==> src/include/opp_pkg.sv <==
package opp_pkg;

  // Clock and timing figures, each in its own unit
  localparam int CLK_NS     = 50;    // 20 MHz system clock
  localparam int T_SETUP_US = 2;     // Least address, data, supply and strobe setup
  localparam int T_PW_US    = 100;   // Nominal program pulse width

  // Whole cycles covering a least time
  function automatic int opp_cyc_up(input int us);
    return (us * 1000 + CLK_NS - 1) / CLK_NS;
  endfunction

  localparam logic [11:0] SETUP_CYC = 12'(opp_cyc_up(T_SETUP_US));
  localparam logic [11:0] PW_CYC    = 12'(opp_cyc_up(T_PW_US));
  // Extra cycles so the source data answer settles inside the setup window
  localparam logic [11:0] SRC_SLACK = 12'h002;
  localparam logic [11:0] SET_WAIT  = SETUP_CYC + SRC_SLACK;

  localparam int          AW        = 18;     // 256K locations
  localparam int          DW        = 8;      // Byte wide
  localparam logic [3:0]  MAX_RETRY = 4'ha;   // Retry pulses per byte

  // Sequence steps
  typedef enum logic [4:0] {
    OPP_IDLE, OPP_PWR_VCC, OPP_P1_SET, OPP_P1_PULSE, OPP_P1_HOLD,
    OPP_V_READ, OPP_V_CMP, OPP_V_SET, OPP_V_PULSE, OPP_V_HOLD,
    OPP_LOW_VPP, OPP_LOW_VCC, OPP_F_READ, OPP_F_CMP,
    OPP_ID_MFR, OPP_ID_DEV, OPP_OFF_VPP, OPP_OFF_VCC
  } opp_state_t;

  // Everything driven toward the memory socket
  typedef struct packed {
    logic [AW-1:0] addr;             // Address lines, bit 0 is lowest_address_bit
    logic [DW-1:0] dq_out;           // Data driven while programming
    logic          dq_oe_n;          // Low while the data lines are driven
    logic          ce_n;             // Chip select
    logic          oe_n;             // Output drive enable of the memory
    logic          program_strobe_n; // Program strobe
    logic          vcc_on;           // Main supply switched on
    logic          vcc_high;         // Main supply at 6.5 V, else 5.0 V
    logic          vpp_on;           // Programming supply switched on
    logic          vpp_high;         // Programming supply at 13.0 V, else 5.0 V
    logic          id_select_hv;     // id_select_address_line at the raised level
  } opp_pins_t;

  // Result toward the user
  typedef struct packed {
    logic          busy;
    logic          done;             // One-cycle pulse at the end of any job
    logic          pass_ok;
    logic          fail;
    logic [DW-1:0] mfr_code;
    logic [DW-1:0] dev_code;
  } opp_stat_t;

  // Whole state of the sequencer
  typedef struct packed {
    opp_state_t    state;
    opp_pins_t     pins;
    opp_stat_t     stat;
    logic [AW-1:0] last;             // Last address of the job
    logic [3:0]    retry;            // Retry pulses given to the current byte
    logic          mism;             // Final read has seen a mismatch
  } opp_seq_t;

endpackage

==> src/rtl/opp_prog.sv <==
// Contract
// [RULE_01] Program strobe pulse lasts 95 to 105 us
// [RULE_02] Start at address zero, supplies at 6.5/13.0 V
// [RULE_03] First pass: one pulse per byte, no verify
// [RULE_04] Second pass verifies, up to ten retry pulses
// [RULE_05] Byte failing after ten retries fails the part
// [RULE_06] Good byte advances address until all checked
// [RULE_07] Lower supplies to 5.0 V, reread and compare
// [RULE_08] Main supply up first, down last; the identification read switches both supplies on in the same cycle
// [RULE_09] Identification: maker code at bit 0 low, else type
// [RULE_10] Identification needs raised level on select line
// [RULE_11] Pulse with chip select on, output drive off
module opp_prog (
  input  wire logic               clk,
  input  wire logic               sys_rst,
  input  wire logic               start,      // Program and check addresses 0..last_addr
  input  wire logic               id_start,   // Read the two identification codes
  input  wire logic [17:0]        last_addr,  // Taken at start
  input  wire logic [7:0]         src_data,   // Source byte for pins.addr
  input  wire logic [7:0]         dq_in,      // Data lines as seen at the socket
  output opp_pkg::opp_pins_t      pins,       // Socket side
  output opp_pkg::opp_stat_t      stat        // User side
);

  opp_pkg::opp_seq_t st;          // Registered state
  opp_pkg::opp_seq_t next_st;     // Next state
  logic              tload;       // Restart the step timer
  logic [11:0]       tlen;        // Length of the next step
  logic              expired;     // Current step has run its length
  logic              same;        // Socket byte equals source byte
  logic              at_last;     // Current address is the last of the job

  assign same    = (dq_in == src_data);
  assign at_last = (st.pins.addr == st.last);

  // One timer paces every step except idle and the two compare steps; one step waits at a time
  opp_timer opp_timer_i (
    .clk     (clk),
    .sys_rst (sys_rst),
    .load    (tload),
    .len     (tlen),
    .expired (expired)
  );

  // Sequencer
  always_comb begin
    next_st          = st;
    next_st.stat.done = 1'b0;
    tload            = 1'b0;
    tlen             = opp_pkg::SET_WAIT;
    case (st.state)
      opp_pkg::OPP_IDLE: begin
        if (start) begin
          next_st.pins.vcc_on   = 1'b1;              // RULE_08
          next_st.pins.vcc_high = 1'b1;              // RULE_02
          next_st.pins.addr     = '0;                // RULE_02
          next_st.last          = last_addr;
          next_st.stat.busy     = 1'b1;
          next_st.stat.pass_ok  = 1'b0;
          next_st.stat.fail     = 1'b0;
          next_st.retry         = 4'h0;
          next_st.mism          = 1'b0;
          tload                 = 1'b1;
          next_st.state         = opp_pkg::OPP_PWR_VCC;
        end else if (id_start) begin
          // Read mode at 5 V with the programming supply tied along
          next_st.pins.vcc_on       = 1'b1;
          next_st.pins.vpp_on       = 1'b1;
          next_st.pins.id_select_hv = 1'b1;          // RULE_10
          next_st.pins.addr         = '0;            // RULE_09
          next_st.pins.ce_n         = 1'b0;
          next_st.pins.oe_n         = 1'b0;
          next_st.stat.busy         = 1'b1;
          tload                     = 1'b1;
          next_st.state             = opp_pkg::OPP_ID_MFR;
        end
      end
      opp_pkg::OPP_PWR_VCC: begin
        if (expired) begin
          // Programming supply only once the main one has settled
          next_st.pins.vpp_on   = 1'b1;              // RULE_08
          next_st.pins.vpp_high = 1'b1;              // RULE_02
          next_st.pins.ce_n     = 1'b0;              // RULE_11
          next_st.pins.dq_oe_n  = 1'b0;
          tload                 = 1'b1;
          next_st.state         = opp_pkg::OPP_P1_SET;
        end
      end
      opp_pkg::OPP_P1_SET, opp_pkg::OPP_V_SET: begin
        // Data follows the source until the pulse starts
        next_st.pins.dq_out = src_data;
        if (expired) begin
          next_st.pins.program_strobe_n = 1'b0;      // RULE_11
          tload                         = 1'b1;
          tlen                          = opp_pkg::PW_CYC; // RULE_01
          next_st.state = (st.state == opp_pkg::OPP_P1_SET) ? opp_pkg::OPP_P1_PULSE
                                                            : opp_pkg::OPP_V_PULSE;
        end
      end
      opp_pkg::OPP_P1_PULSE, opp_pkg::OPP_V_PULSE: begin
        if (expired) begin
          next_st.pins.program_strobe_n = 1'b1;      // RULE_01
          tload                         = 1'b1;
          tlen                          = opp_pkg::SETUP_CYC;
          next_st.state = (st.state == opp_pkg::OPP_P1_PULSE) ? opp_pkg::OPP_P1_HOLD
                                                              : opp_pkg::OPP_V_HOLD;
        end
      end
      opp_pkg::OPP_P1_HOLD: begin
        if (expired) begin
          tload = 1'b1;
          if (at_last) begin
            // Second pass restarts at the first byte, now reading
            next_st.pins.addr    = '0;               // RULE_04
            next_st.pins.dq_oe_n = 1'b1;
            next_st.pins.oe_n    = 1'b0;             // RULE_11
            next_st.retry        = 4'h0;
            next_st.state        = opp_pkg::OPP_V_READ;
          end else begin
            // No read in this pass
            next_st.pins.addr = st.pins.addr + 18'h00001; // RULE_03
            next_st.state     = opp_pkg::OPP_P1_SET;
          end
        end
      end
      opp_pkg::OPP_V_HOLD: begin
        if (expired) begin
          next_st.pins.dq_oe_n = 1'b1;
          next_st.pins.oe_n    = 1'b0;               // RULE_11
          tload                = 1'b1;
          next_st.state        = opp_pkg::OPP_V_READ;
        end
      end
      opp_pkg::OPP_V_READ: begin
        if (expired) begin
          next_st.state = opp_pkg::OPP_V_CMP;
        end
      end
      opp_pkg::OPP_V_CMP: begin
        tload = 1'b1;
        if (same) begin
          next_st.retry = 4'h0;
          if (at_last) begin
            // Programming supply drops first
            next_st.pins.oe_n     = 1'b1;
            next_st.pins.vpp_high = 1'b0;            // RULE_07
            next_st.state         = opp_pkg::OPP_LOW_VPP;
          end else begin
            next_st.pins.addr = st.pins.addr + 18'h00001; // RULE_06
            next_st.state     = opp_pkg::OPP_V_READ;
          end
        end else if (st.retry == opp_pkg::MAX_RETRY) begin
          // Part is bad: stop and power down
          next_st.stat.fail     = 1'b1;              // RULE_05
          next_st.pins.oe_n     = 1'b1;
          next_st.pins.ce_n     = 1'b1;
          next_st.pins.vpp_on   = 1'b0;              // RULE_08
          next_st.pins.vpp_high = 1'b0;
          next_st.state         = opp_pkg::OPP_OFF_VPP;
        end else begin
          next_st.retry        = st.retry + 4'h1;    // RULE_04
          next_st.pins.oe_n    = 1'b1;
          next_st.pins.dq_oe_n = 1'b0;
          next_st.state        = opp_pkg::OPP_V_SET;
        end
      end
      opp_pkg::OPP_LOW_VPP: begin
        if (expired) begin
          next_st.pins.vcc_high = 1'b0;              // RULE_07
          tload                 = 1'b1;
          next_st.state         = opp_pkg::OPP_LOW_VCC;
        end
      end
      opp_pkg::OPP_LOW_VCC: begin
        if (expired) begin
          next_st.pins.addr = '0;                    // RULE_07
          next_st.pins.oe_n = 1'b0;
          tload             = 1'b1;
          next_st.state     = opp_pkg::OPP_F_READ;
        end
      end
      opp_pkg::OPP_F_READ: begin
        if (expired) begin
          next_st.state = opp_pkg::OPP_F_CMP;
        end
      end
      opp_pkg::OPP_F_CMP: begin
        // Every byte is read even after a mismatch, so the verdict covers all
        tload = 1'b1;
        if (at_last) begin
          next_st.stat.pass_ok = same && !st.mism;   // RULE_07
          next_st.stat.fail    = !same || st.mism;
          next_st.pins.oe_n    = 1'b1;
          next_st.pins.ce_n    = 1'b1;
          next_st.pins.vpp_on  = 1'b0;               // RULE_08
          next_st.state        = opp_pkg::OPP_OFF_VPP;
        end else begin
          next_st.mism      = st.mism || !same;
          next_st.pins.addr = st.pins.addr + 18'h00001;
          next_st.state     = opp_pkg::OPP_F_READ;
        end
      end
      opp_pkg::OPP_ID_MFR: begin
        if (expired) begin
          next_st.stat.mfr_code = dq_in;             // RULE_09
          next_st.pins.addr[0]  = 1'b1;              // RULE_09
          tload                 = 1'b1;
          next_st.state         = opp_pkg::OPP_ID_DEV;
        end
      end
      opp_pkg::OPP_ID_DEV: begin
        if (expired) begin
          next_st.stat.dev_code     = dq_in;         // RULE_09
          next_st.pins.id_select_hv = 1'b0;
          next_st.pins.oe_n         = 1'b1;
          next_st.pins.ce_n         = 1'b1;
          next_st.pins.vpp_on       = 1'b0;          // RULE_08
          tload                     = 1'b1;
          next_st.state             = opp_pkg::OPP_OFF_VPP;
        end
      end
      opp_pkg::OPP_OFF_VPP: begin
        if (expired) begin
          next_st.pins.vcc_on   = 1'b0;              // RULE_08
          next_st.pins.vcc_high = 1'b0;
          tload                 = 1'b1;
          next_st.state         = opp_pkg::OPP_OFF_VCC;
        end
      end
      opp_pkg::OPP_OFF_VCC: begin
        if (expired) begin
          next_st.stat.busy = 1'b0;
          next_st.stat.done = 1'b1;
          next_st.state     = opp_pkg::OPP_IDLE;
        end
      end
      default: begin
        next_st.state = opp_pkg::OPP_IDLE;
      end
    endcase
  end

  // Register the state; socket idles with everything released and unpowered
  always_ff @(posedge clk) begin
    if (sys_rst) begin
      st                       <= '0;
      st.state                 <= opp_pkg::OPP_IDLE;
      st.pins.dq_oe_n          <= 1'b1;
      st.pins.ce_n             <= 1'b1;
      st.pins.oe_n             <= 1'b1;
      st.pins.program_strobe_n <= 1'b1;
    end else begin
      st <= next_st;
    end
  end

  assign pins = st.pins;
  assign stat = st.stat;

  // Length of the current low strobe, for checking only
  logic [11:0] low_len;
  always_ff @(posedge clk) begin
    if (sys_rst || st.pins.program_strobe_n) begin
      low_len <= 12'h000;
    end else begin
      low_len <= low_len + 12'h001;
    end
  end
endmodule // opp_prog

==> src/rtl/opp_timer.sv <==
module opp_timer (
  input  wire logic        clk,
  input  wire logic        sys_rst,
  input  wire logic        load,
  input  wire logic [11:0] len,
  output logic             expired
);

  // Whole state of the timer
  typedef struct packed {
    logic [11:0] cnt;              // Cycles still to run
  } opp_tmr_t;

  opp_tmr_t st;                    // Registered state
  opp_tmr_t next_st;               // Next state

  // A load of len keeps the caller in its step exactly len cycles
  always_comb begin
    next_st = st;
    if (load) begin
      next_st.cnt = len - 12'h001;
    end else if (st.cnt != 12'h000) begin
      next_st.cnt = st.cnt - 12'h001;
    end
  end

  // Register the state
  always_ff @(posedge clk) begin
    if (sys_rst) begin
      st <= '0;
    end else begin
      st <= next_st;
    end
  end

  assign expired = (st.cnt == 12'h000);

endmodule // opp_timer

==> config.mk <==
export PLATFORM = sky130hd
export DESIGN_NAME = opp_prog
export DESIGN_NICKNAME = d
export VERILOG_FILES = /design/src/include/opp_pkg.sv /design/src/rtl/opp_prog.sv /design/src/rtl/opp_timer.sv
export SDC_FILE = /design/constraint.sdc
export NUM_CORES = 1
export LEC_CHECK = 0
export ABC_AREA = 1
export BUFFER_PORTS_ARGS = -buffer_cell sky130_fd_sc_hd__buf_2
export CAP_MARGIN = 5
export CORE_ASPECT_RATIO = 1.5
export CORE_MARGIN = 4
export CORE_UTILIZATION = 53
export CTS_CLUSTER_SIZE = 28
export DETAILED_ROUTE_END_ITERATION = 8
export GPL_ROUTABILITY_DRIVEN = 0
export MAX_ROUTING_LAYER = met4
export PLACE_DENSITY_LB_ADDON = 0.05
export RECOVER_POWER = 50
export SETUP_SLACK_MARGIN = 0.02
export SLEW_MARGIN = 20
export SYNTH_ARGS = -nofsm -noshare
export SYNTH_HDL_FRONTEND = slang
export SYNTH_SLANG_ARGS = --single-unit
==> constraint.sdc <==
create_clock -name clk -period 2.4 [get_ports clk]
set_input_delay 0.12 -clock clk [delete_from_list [all_inputs] [get_ports clk]]
set_output_delay 0.12 -clock clk [all_outputs]
set_load 0.005 [all_outputs]
Yosys cells after proc, flatten, opt, wreduce, memory -nomap -nowiden
Index checks and enable logic that the tools add are counted.

Bitwise operators: 1. Eq/ne operators: 48. Muxes and demuxes: 85. Reductions and logical operators: 47. Add/sub/neg operators: 4.

Operators with widths (count): $mux W23 (4); $pmux W17 S5 (1); $pmux W5 S16 (1); $mux W5 (15); $ne A2 B2 Y1 const B (23); $eq A5 B4 Y1 const B (8); $mux W18 (2); $mux W4 (7); $mux W12 (2); $mux W2 (12); $mux W1 (22); $pmux W11 S2 (1); $mux W21 (1); $eq A5 B3 Y1 const B (4); $add A18 B1 Y18 const B (1); $eq A18 B18 Y1 (1); $reduce_and A3 Y1 (5); $reduce_and A5 Y1 (3); $pmux W1 S2 (7); $reduce_and A14 Y1 (1); $reduce_bool A2 Y1 (7); $logic_not A12 Y1 (1); $ne A3 B3 Y1 const B (4); $pmux W1 S6 (2); 32 further kinds (50).

Register bits: 95. Bits of input ports: 38.

Depth between registers and ports, before layout
Gate-level depths: netlist of the first run.

Word-level depth: 5. Depth in mapped cells: 19. Mapped depth without buffers: 18.

By module
Synthesis of the first run repeated with hierarchy kept, for this count alone.

Cell total of the unflattened synthesis: 933. Area, all modules: 6022.0 um^2.

By module, submodules not included: opp_prog (times used 1, area each 5161.2 um^2, cells an instance 794, sequential area each 1661.6 um^2); opp_timer (times used 1, area each 860.8 um^2, cells an instance 139, sequential area each 240.2 um^2).

Worst setup path before layout of the first run
Ideal clock, no wire load.

Kind: flip-flop to flip-flop. Start point: register st[78] (netlist name). End point: register opp_timer_i.st[8] (netlist name). Required time: 2.272 ns. Setup slack: 0.343 ns. Path buffers: 1. Stages on the path, launching flop included: 16. Clock period less this slack: 2.057 ns. Arrival: 1.930 ns. Cell sequence: dfxtp_1 -> buf_2 -> nor2_1 -> nand2_2 -> inv_2 -> nor2_4 -> nand2_2 -> inv_2 -> nand2_4 -> o21ai_2 -> ha_1 -> nand2_1 -> nor2_2 -> nand3_1 -> nand3_1 -> nor2_1.

Word-level cells in the longest chain between the ends: 5.

RTL lines: from (decl) (line opp_prog.sv:25) `opp_pkg::opp_seq_t st;`; from (signal assigned) (line opp_prog.sv:253) `st <= next_st;`; $eq A5 B2 Y1, or another cell as far along (line opp_prog.sv:51) `case (st.state)`; $reduce_or A2 Y1 (line opp_prog.sv:51); $pmux W11 S2 (line opp_prog.sv:51); $sub A11 B1 Y12 (line opp_timer.sv:21) `next_st.cnt = len - 12'h001;`; $mux W12 (line opp_timer.sv:20) `if (load) begin`; to (signal assigned) (line opp_timer.sv:32) `st <= next_st;`; to (decl) (line opp_timer.sv:14) `opp_tmr_t st;`.

Several ways; a longest one is shown, not always the timed one. A chain may end at the register's enable or synchronous reset.

Worst setup path after layout of the first run
Same ends and word-level chain as after synthesis.

==> results of run 1 <==
cells by family after synthesis:
group           share of synthesized area (%)
simple gates                             34.9
buf+inv                                  14.3
compound gates                           12.3
flops                                    32.7
xor+xnor                                 4.82
fa+ha+maj                               0.862
final timing paths:
| path | end | startpoint | slack, ns |
|---|---|---|---|
| worst min register to register | pins[1] | pins[1] | 0.46 |
| worst max-delay path | opp_timer_i.st[8] | st[78] | 0.14 |
| worst max register to register | opp_timer_i.st[8] | st[78] | 0.14 |
| worst min-delay path | st[19] | last_addr[14] | 0.01 |
worst min-delay path: cells and delay by family:
kind	cells	cell delay, ns
buffers and inverters	1	0.07
AOI/OAI and AO/OA	1	0.07
and+or+nand+nor	1	0.07
layout make-up:
class                           instances  area [µm²]
Tap cell                              144         180
Sequential cell                        95        1910
Fill cell                            1056        4150
Inverter                               79         297
Clock buffer                            9         225
Multi-Input combinational cell        628        3130
Timing Repair Buffer                  130         662
Clock inverter                          7         100
registers in the layout, indices dropped and copies added, names as in the netlist:
register and count:
pins 35, opp_timer_i.st 12, stat 20, st 28
what timing repair did:
action / 4_1_cts / 5_1_grt
resized for setup: 3 / 17
endpoints found under the setup margin: 2 / 23
hold endpoints to repair: 0 / 0
pin swaps: 0 / 1
through the flow:
stage,utilization [%],hold slack [ns],total power [W]
final,61.1,0.0118,0.00694
after global routing,61.1,0.0285,0.00746
after CTS,61.4,0.00365,0.00691
after detailed placement,58.2,0.376,0.00534
after global placement,58.2,0.370,0.00527
after floorplan,-,0.255,0.00458
routing by layer:
metal	vias up	global-route usage [%]	wire length [µm]
met5	-	-	0
met4	0	17.0	994
met1	2767	28.2	6160
met2	216	52.2	9400
li1	2926	-	-
met3	69	4.49	756
power by group through the flow:
| stage | clock network [W] | registers [W] | logic (W) |
|---|---|---|---|
| after floorplan | 0 | 0.00208 | 0.00250 |
| after CTS | 0.00157 | 0.00213 | 0.00320 |
| final | 0.00155 | 0.00215 | 0.00324 |
| after global routing | 0.00164 | 0.00219 | 0.00364 |
| after global placement | 0 | 0.00216 | 0.00312 |
| after detailed placement | 0 | 0.00217 | 0.00317 |
cell usage in the layout, fill, tap and decap left out, types with 2 or more instances in the layout:
cell	count
nor2_1	142
clkbuf_1	37
o211a_1	2
nand3_2	7
nor2_4	8
xnor2_1	13
inv_2	12
dfxtp_1	91
clkbuf_16	9
or2_2	7
nand4_1	18
xor2_1	19
nor2_2	7
ha_1	4
inv_1	66
inv_6	3
nand2_1	172
nand2_2	12
o21ai_2	3
nand3_1	49
buf_4	23
o21ai_0	58
a211oi_1	3
a21oi_1	56
dfxtp_2	3
buf_2	69
clkinv_8	2
o21ai_1	4
o211ai_1	2
nor3_2	2
nand2_4	2
nor3_1	29
==> results_dict.tcl, run 1 <==
set metrics [dict create \
    status "finished clean" \
    crit_family "simple AND/OR/NAND/NOR gates" \
    first_pass_iters 5 \
    slew_viol_final 0 \
    final_area_um2 6500 \
    yosys.area.top_type "dfxtp_1" \
    viasPerCell 5.47 \
    cts_hold_buf 0 \
    ys_warn_count 0 \
    worstPathMaxFanout 9 \
    internal_power_w 0.00385 \
    relSlewSlack_pct 64.7 \
    synth_cell_types 40 \
    die_w_um 93.5 \
    power.switching_w 0.00309 \
    worstPathCellList "nand2_1 > inv_1 > nand3_1 > nand2_1 > nor2_1 > nand2_2 > nand2_4 > nand2_4 > o21ai_2 > ha_1 > nand2_2 > nor2_4 > nand3_1 > nand3_1 > nor2_1" \
    p_comb_share_pct 46.7 \
    finalSetupViolations 0 \
    ctsHtreeMaxLevel 3 \
    slowest_stage "dfxtp_2" \
    drive_gt1_share_pct 18.5 \
    wl_per_cell_um 15.9 \
    whs_path_depth 3 \
    clock_power_share_pct 22.3 \
    num-nets-final 985 \
    synth.avg_cell_area_um2 6.58 \
    synth_common_cells "nand2_1 (176), nor2_1 (147), dfxtp_1 (95)" \
    pre_cts_ws_ns 0.0226 \
    wl_mm 17.3 \
    grt_pass1_wl_mm 27.9 \
    synth_flop_cell "dfxtp_1" \
    period_minus_slack_ns 2.26 \
    min_period_over_period_pct 94.2 \
    rsz0062_at_grt "yes" \
    required_ns 2.62 \
    cts_buffers 9 \
    dp_cells 1076 \
    die-area_um2 12700 \
    path_clk_slew_ns 0.08 \
    post-synth-top-count-cell "nand2_1" \
    swShare_pct 44.5 \
    vdd_drop_max_mv 0.820 \
    cts_sinks 95 \
    grt_pass1_vias 5833 \
    r2r_cells 15 \
    clk_latency_ns 0.35 \
    ys_seq_elements 95 \
    sequentialPowerShare_pct 31.0 \
    yosysSeqAreaShare_pct 32.7 \
    core_um2 10600 \
    rows 46 \
    path_depth 15 \
    cp.arrival_ns 2.48 \
    synth_area_um2 5810 \
    max_stage_delay_ns 0.38 \
    synthToLayoutAreaGrowth_pct 11.9 \
    dr.first_iter.drc_count 328 \
    cpMostUsedCell "nand3_1" \
    drc 0 \
    port_buffers 92 \
    ant_nets 0 \
    cp-end-kind "register" \
    grt_usage_pct 28.6 \
    finalSetupTns_ns 0 \
    cts_tree "done" \
    tightest_slew_ns 0.529 \
    synthCells 883 \
    yosys.area.top_type_share_pct 32.7 \
    hold_viol 0 \
    setup_ws_ns 0.138 \
    finClkSkew_ns 0.0119 \
    start_util_pct 54.6 \
    clock-root-buffer "clkbuf_16" \
    fin_cells 1092 \
    async_flop_share_pct 0 \
    hold_class "in2reg" \
    timing.fmax_mhz 442 \
    ios 93 \
    max_cap_violations 0 \
    synthTopCellsByArea "dfxtp_1 (33%), nand2_1 (11%), nor2_1 (9.5%)" \
    path_class "reg2reg" \
    dp_hpwl_mm 13.3 \
    p_per_area_nw_per_um2 1070 \
    n_antenna_cell 0 \
    p_leak_nw 2.91 \
    critPathBufInv 1 \
    grt_antenna_before_repair 0 \
    cts_setup_buffers 0 \
    worstSetupStartpointType "register" \
    cts_buffer_depth 2 \
    synth_edf_count 0 \
    synth_nets 925 \
    dr_total_vias 5978 \
    die_h_um 136 \
    place_area_um2 6200 \
    grt-ovfl-total 0 \
    grt_max_degree 46 \
]
No activity file was read; power rests on OpenSTA's default activity.
==> run 2, diff against run 1 <==
Settings changed: CELL_PAD_IN_SITES_DETAIL_PLACEMENT set to 0, CELL_PAD_IN_SITES_GLOBAL_PLACEMENT set to 1, CORE_UTILIZATION 53 to 40.
==> run 2 against run 1 <==
Effect of this change: cell count is 5.6% higher; die area is 30% higher; critical endpoint is now pins[27]; sequential power hardly changed; largest cell class unchanged; clock power hardly changed.
==> results_dict.tcl, run 2 (synthesized netlist as in run 1, its figures left out) <==
set metrics [dict create \
    slowest_stage "dfxtp_2" \
    wl_per_cell_um 16.4 \
    grt_usage_pct 23.9 \
    r2r-start "st[81]" \
    finClkSkew_ns 0.0101 \
    met3_usage_pct 2.98 \
    grt_antenna_before_repair 0 \
    r2r_slack_ns 0.19 \
    grt_max_degree 46 \
    power.switching_w 0.00314 \
    min-delay-start "last_addr[8]" \
    fin_util_pct 46.8 \
    worstPathMaxFanout 17 \
    cts_hold_buf 0 \
    cts_sinks 95 \
    dr_total_vias 5858 \
    cts_tree "done" \
    path_class "reg2reg" \
    sequentialPowerShare_pct 30.5 \
    grt_pass1_vias 6039 \
    dr.first_iter.drc_count 358 \
    ant_nets 0 \
    cp.arrival_ns 2.42 \
    largest_reg_flops 35 \
    grtUsageMet2_pct 46.5 \
    cts_buffer_depth 2 \
    clock-root-buffer "clkbuf_16" \
    p_comb_share_pct 47.9 \
    required_ns 2.61 \
    dp_hpwl_mm 14.8 \
    whs_path_depth 3 \
    cp-end-kind "register" \
    drive_gt1_share_pct 18.5 \
    core_um2 14100 \
    num-nets-final 998 \
    final_common_cell "nand2_1" \
    wl_mm 18.9 \
    grt_pass1_wl_mm 30.0 \
    vdd_drop_max_mv 0.704 \
    die_h_um 156 \
    clk_latency_ns 0.35 \
    n_antenna_cell 0 \
    max_cap_violations 0 \
    final_area_um2 6610 \
    finalSetupViolations 0 \
    timing.fmax_mhz 453 \
    swShare_pct 44.7 \
    worstPathCellList "nor2_2 > nand2_2 > nor2_4 > clkbuf_1 > inv_2 > nor2_4 > nand2_1 > o211a_1 > nand3_2 > inv_2 > o21ai_0 > a21oi_1" \
    drc 0 \
    min_period_over_period_pct 92.1 \
    p_leak_nw 2.96 \
    worstSetupStartpointType "register" \
    r2r_cells 12 \
    clock_power_share_pct 21.6 \
    period_minus_slack_ns 2.21 \
    hold_viol 0 \
    p_per_area_nw_per_um2 1060 \
    ios 93 \
    rsz0062_at_grt "yes" \
    grt.busiest_layer "met2" \
    largest-register "pins" \
    status "finished clean" \
    grt-ovfl-total 0 \
    path_clk_slew_ns 0.08 \
    internal_power_w 0.00389 \
    grt_util_met1_pct 22.6 \
    place_area_um2 6340 \
    max_stage_delay_ns 0.36 \
    hold_class "in2reg" \
    worst_r2r_endpoint "pins[27]" \
    slew_viol_final 0 \
    viasPerCell 5.08 \
    port_buffers 92 \
    holdPathEnd "st[13]" \
    die-area_um2 16600 \
    relSlewSlack_pct 63.8 \
    tightest_slew_ns 0.543 \
    first_pass_iters 6 \
    die_w_um 106 \
    synthToLayoutAreaGrowth_pct 13.8 \
    cts_buffers 9 \
    layout_common_cells "nand2_1 (176), nor2_1 (145), dfxtp_1 (90)" \
    rows 53 \
    start_util_pct 41.1 \
    ctsHtreeMaxLevel 3 \
    startpoint "st[81]" \
]
==> run 2: cell types whose count changed in the layout (fill, tap and decap cells not counted), moves of 2 or more <==
| cell | before | now |
|---|---|---|
| nand2_1 | 172 | 176 |
| buf_2 | 69 | 71 |
| nor2_2 | 7 | 5 |
| buf_4 | 23 | 32 |
| nor2_1 | 142 | 145 |
| nand2_2 | 12 | 8 |
==> run 2: worst max-delay path: cells and delay by family (launching register included) <==
kind / cells / cell delay (ns)
flops: 1 / 0.36
simple gates: 6 / 0.82
buf+inv: 3 / 0.47
compound gates: 3 / 0.41
==> run 2: timing repair <==
item	in CTS	in global routing
setup endpoints to repair	3	16
pin swaps	0	2
resized for setup	2	14
buffers inserted	0	2
cloned	0	0
==> run 2: final cells by class <==
cell class,instances,area [µm²]
clock buffer,9,225
timing repair buffer,143,747
tap,192,240
multi-input combinational,628,3100
clock inverter,7,88.8
sequential,95,1910
fill,1550,7520
inverter,79,297
==> run 2: worst max path at each step <==
stage,to,slack (ns),depth (start not counted)
finish,pins[27],0.19,12
global route,opp_timer_i.st[10],-0.004,15
CTS,opp_timer_i.st[8],0.03,16
detailed placement,opp_timer_i.st[8],-0.005,15
global placement,opp_timer_i.st[10],0.07,15
floorplan,opp_timer_i.st[8],0.34,15
==> run 2: power groups by stage <==
stage               Sequential, W  Combinational [W]  Clock (W)
detailed placement        0.00217            0.00331          0
CTS                       0.00214            0.00332    0.00156
global route              0.00218            0.00378    0.00162
finish                    0.00214            0.00336    0.00152
floorplan                 0.00208            0.00250          0
global placement          0.00216            0.00327          0
==> run 2: metal layers <==
layer | part of all wire (%) | vias to the layer above
li1 | - | 2942
met4 | 5.5 | 0
met5 | 0 | -
met3 | 3.3 | 51
met2 | 56 | 150
met1 | 35 | 2715
==> run 2: through the flow <==
stage	setup slack, ns	instances	hold WS, ns	setup TNS (ns)	power [W]
floorplan	0.343	883	0.255	0	0.00458
global placement	0.0716	1135	0.375	0	0.00543
detailed placement	-0.00456	1135	0.384	-0.00456	0.00548
CTS	0.0329	1151	0.0146	0	0.00701
global route	-0.00369	1153	0.0281	-0.00369	0.00758
finish	0.190	1153	0.0221	0	0.00703
==> run 3, diff against run 2 <==
Settings changed: ABC_AREA 1 to unset, CORE_UTILIZATION 40 to 41, PLACE_DENSITY set to 0.8, PLACE_DENSITY_LB_ADDON 0.05 to unset, REMOVE_ABC_BUFFERS set to 1.
==> run 3 against run 2 <==
Effect of this change: the flow now finishes with violations (setup timing); largest cell class unchanged; critical endpoint is now pins[23]; wire length decreased by 14%; area after synthesis is 9.3% lower; first-iteration DRC count down 14%.
==> results_dict.tcl, run 3 <==
set metrics [dict create \
    layout_common_cells "buf_4 (92), dfxtp_1 (90), nor2_1 (85)" \
    synth_common_cells "nor2_1 (97), dfxtp_1 (95), nand2_1 (65)" \
    num-nets-final 841 \
    clk_latency_ns 0.34 \
    critPathBufInv 0 \
    finalSetupViolations 36 \
    cts_sinks 95 \
    dr_total_vias 5243 \
    ys_warn_count 0 \
    path_class "reg2reg" \
    worst_r2r_endpoint "pins[23]" \
    cts_buffers 9 \
    fin_cells 960 \
    synth_cell_types 55 \
    wl_mm 16.2 \
    ant_nets 0 \
    drive_gt1_share_pct 36.2 \
    rows 50 \
    first_pass_iters 5 \
    max_stage_delay_ns 0.56 \
    cts_buffer_depth 2 \
    start_util_pct 42.1 \
    synth_flop_cell "dfxtp_1" \
    setup_ws_ns -0.350 \
    synth_edf_count 0 \
    worstPathCellList "or4_4 > nor3_4 > a211oi_2 > or4_4 > or2_4 > or4_4 > a21oi_2" \
    dp_cells 918 \
    required_ns 2.67 \
    path_clk_slew_ns 0.07 \
    p_leak_nw 3.06 \
    grt_usage_pct 21.2 \
    die-area_um2 14800 \
    yosys.area.top_type "dfxtp_1" \
    design_power_total_w 0.00920 \
    hold_viol 0 \
    timing.fmax_mhz 364 \
    grt-ovfl-total 0 \
    fillers 1128 \
    hold_class "in2reg" \
    drc 0 \
    holdWs_ns 0.00988 \
    ys_seq_elements 95 \
    grt_max_degree 39 \
    grt_antenna_before_repair 0 \
    fin_util_pct 57.6 \
    largest_reg_flops 35 \
    worstPathMaxFanout 3 \
    cpMostUsedCell "or4_4" \
    p_per_area_nw_per_um2 1280 \
    grt_pass1_wl_mm 24.8 \
    largest-register "pins" \
    port_buffers 92 \
    path_depth 7 \
    crit_family "simple AND/OR/NAND/NOR gates" \
    slew_viol_final 0 \
    vdd_drop_max_mv 0.983 \
    n_antenna_cell 0 \
    async_flop_share_pct 0 \
    synth.avg_cell_area_um2 7.96 \
    r2r_slack_ns -0.35 \
    cp-end-kind "register" \
    min_period_over_period_pct 115 \
    wl_per_cell_um 16.8 \
    endpoint "pins[23]" \
    period_minus_slack_ns 2.75 \
    tightest_slew_ns 0.696 \
    startpoint "opp_timer_i.st[10]" \
    worstSetupStartpointType "register" \
    synth_area_um2 5270 \
    final_common_cell "buf_4" \
    yosys.area.top_type_share_pct 36.1 \
    rsz0062_at_grt "yes" \
    met3_usage_pct 3.47 \
    yosysSeqAreaShare_pct 36.1 \
    cts_tree "done" \
    viasPerCell 5.46 \
    grt_pass1_vias 5115 \
    status "complete, but fails checks" \
    die_w_um 101 \
    r2r-start "opp_timer_i.st[10]" \
    dp_hpwl_mm 11.2 \
    violations "setup timing" \
    r2r_cells 7 \
    synthTopCellsByArea "dfxtp_1 (36%), buf_4 (7.8%), nor2_1 (6.9%)" \
    grtUsageMet2_pct 37.4 \
    slowest_stage "or4_4" \
    die_h_um 147 \
    core_um2 12500 \
    post-synth-top-count-cell "nor2_1" \
    pre_cts_ws_ns -0.495 \
    synthCells 662 \
    ios 93 \
    grt.busiest_layer "met2" \
    clock-root-buffer "clkbuf_16" \
    finClkSkew_ns 0.00901 \
    relSlewSlack_pct 53.4 \
    synthToLayoutAreaGrowth_pct 36.9 \
    grt_util_met1_pct 22.9 \
    cp.arrival_ns 3.02 \
    dr.first_iter.drc_count 307 \
    max_cap_violations 0 \
    ctsHtreeMaxLevel 3 \
]
run 3: cell types whose count changed in the layout (fill, tap and decap cells not counted), sizes merged, moves of 43 or more:
cell   before  now
o21ai      65   17
buf       104  196
inv        80    9
nor2      157   97
nand2     186   65
nand3      56   13
run 3: per-stage QoR:
stage | TNS, ns | cell area [µm²]
detailed placement | -8.03 | 6130
finish | -5.38 | 7210
CTS | -4.38 | 6720
global placement | -6.68 | 6130
global route | -8.75 | 7210
floorplan | -31.07 | 4690
run 3: kinds of logic (layout without fill, tap and decap cells):
| family | after synthesis | count (layout) | share of synthesized area (%) |
|---|---|---|---|
| fa+ha+maj | 4 | 4 | 0.950 |
| buf+inv | 104 | 246 | 11.5 |
| simple gates | 269 | 269 | 24.5 |
| compound gates | 113 | 113 | 13.3 |
| flops | 95 | 95 | 36.1 |
| mux | 30 | 30 | 5.77 |
| xor+xnor | 47 | 47 | 7.82 |
run 3: layout make-up:
class	count	area [µm²]	share of cell area, %
Clock buffer	10	229	3.17
Clock inverter	6	70.1	0.972
Inverter	8	30.0	0.416
Multi-Input combinational cell	463	3220	44.6
Sequential cell	95	1910	26.5
Tap cell	156	195	2.71
Timing Repair Buffer	222	1560	21.7
run 3: how the worst min path moves through the flow:
stage | start | endpoint | slack [ns] | cells past startpoint
global placement | last_addr[10] | st[15] | 0.36 | 3
detailed placement | last_addr[11] | st[16] | 0.37 | 3
CTS | last_addr[15] | st[20] | 0.001 | 3
floorplan | sys_rst | pins[0] | 0.19 | 1
global route | last_addr[15] | st[20] | 0.008 | 3
finish | last_addr[16] | st[21] | 0.01 | 3
run 3: worst register-to-register path, cell delays in order (launching register included):
cell and delay, ns:
dfxtp_2 0.32, or4_4 0.55, nor3_4 0.22, a211oi_2 0.10, or4_4 0.56, or2_4 0.29, or4_4 0.51, a21oi_2 0.13
run 3: where the power goes:
group	leakage [nW]	internal, W	switching (W)
logic	2.16	0.00284	0.00287
clock network	0.135	0.000814	0.000637
registers	0.774	0.00185	0.000192
run 3: repair_timing:
item,CTS,global route
buffers inserted,8,17
gates resized for setup,44,84
gates cloned,1,1
endpoints found under the setup margin,39,55
hold buffers,1,0
pin swaps,14,47
hold endpoints to repair,1,0
run 3: layer usage:
layer	wire (µm)	vias up
met4	692	0
met3	753	50
li1	-	2516
met2	8490	185
met1	6220	2492
met5	0	-
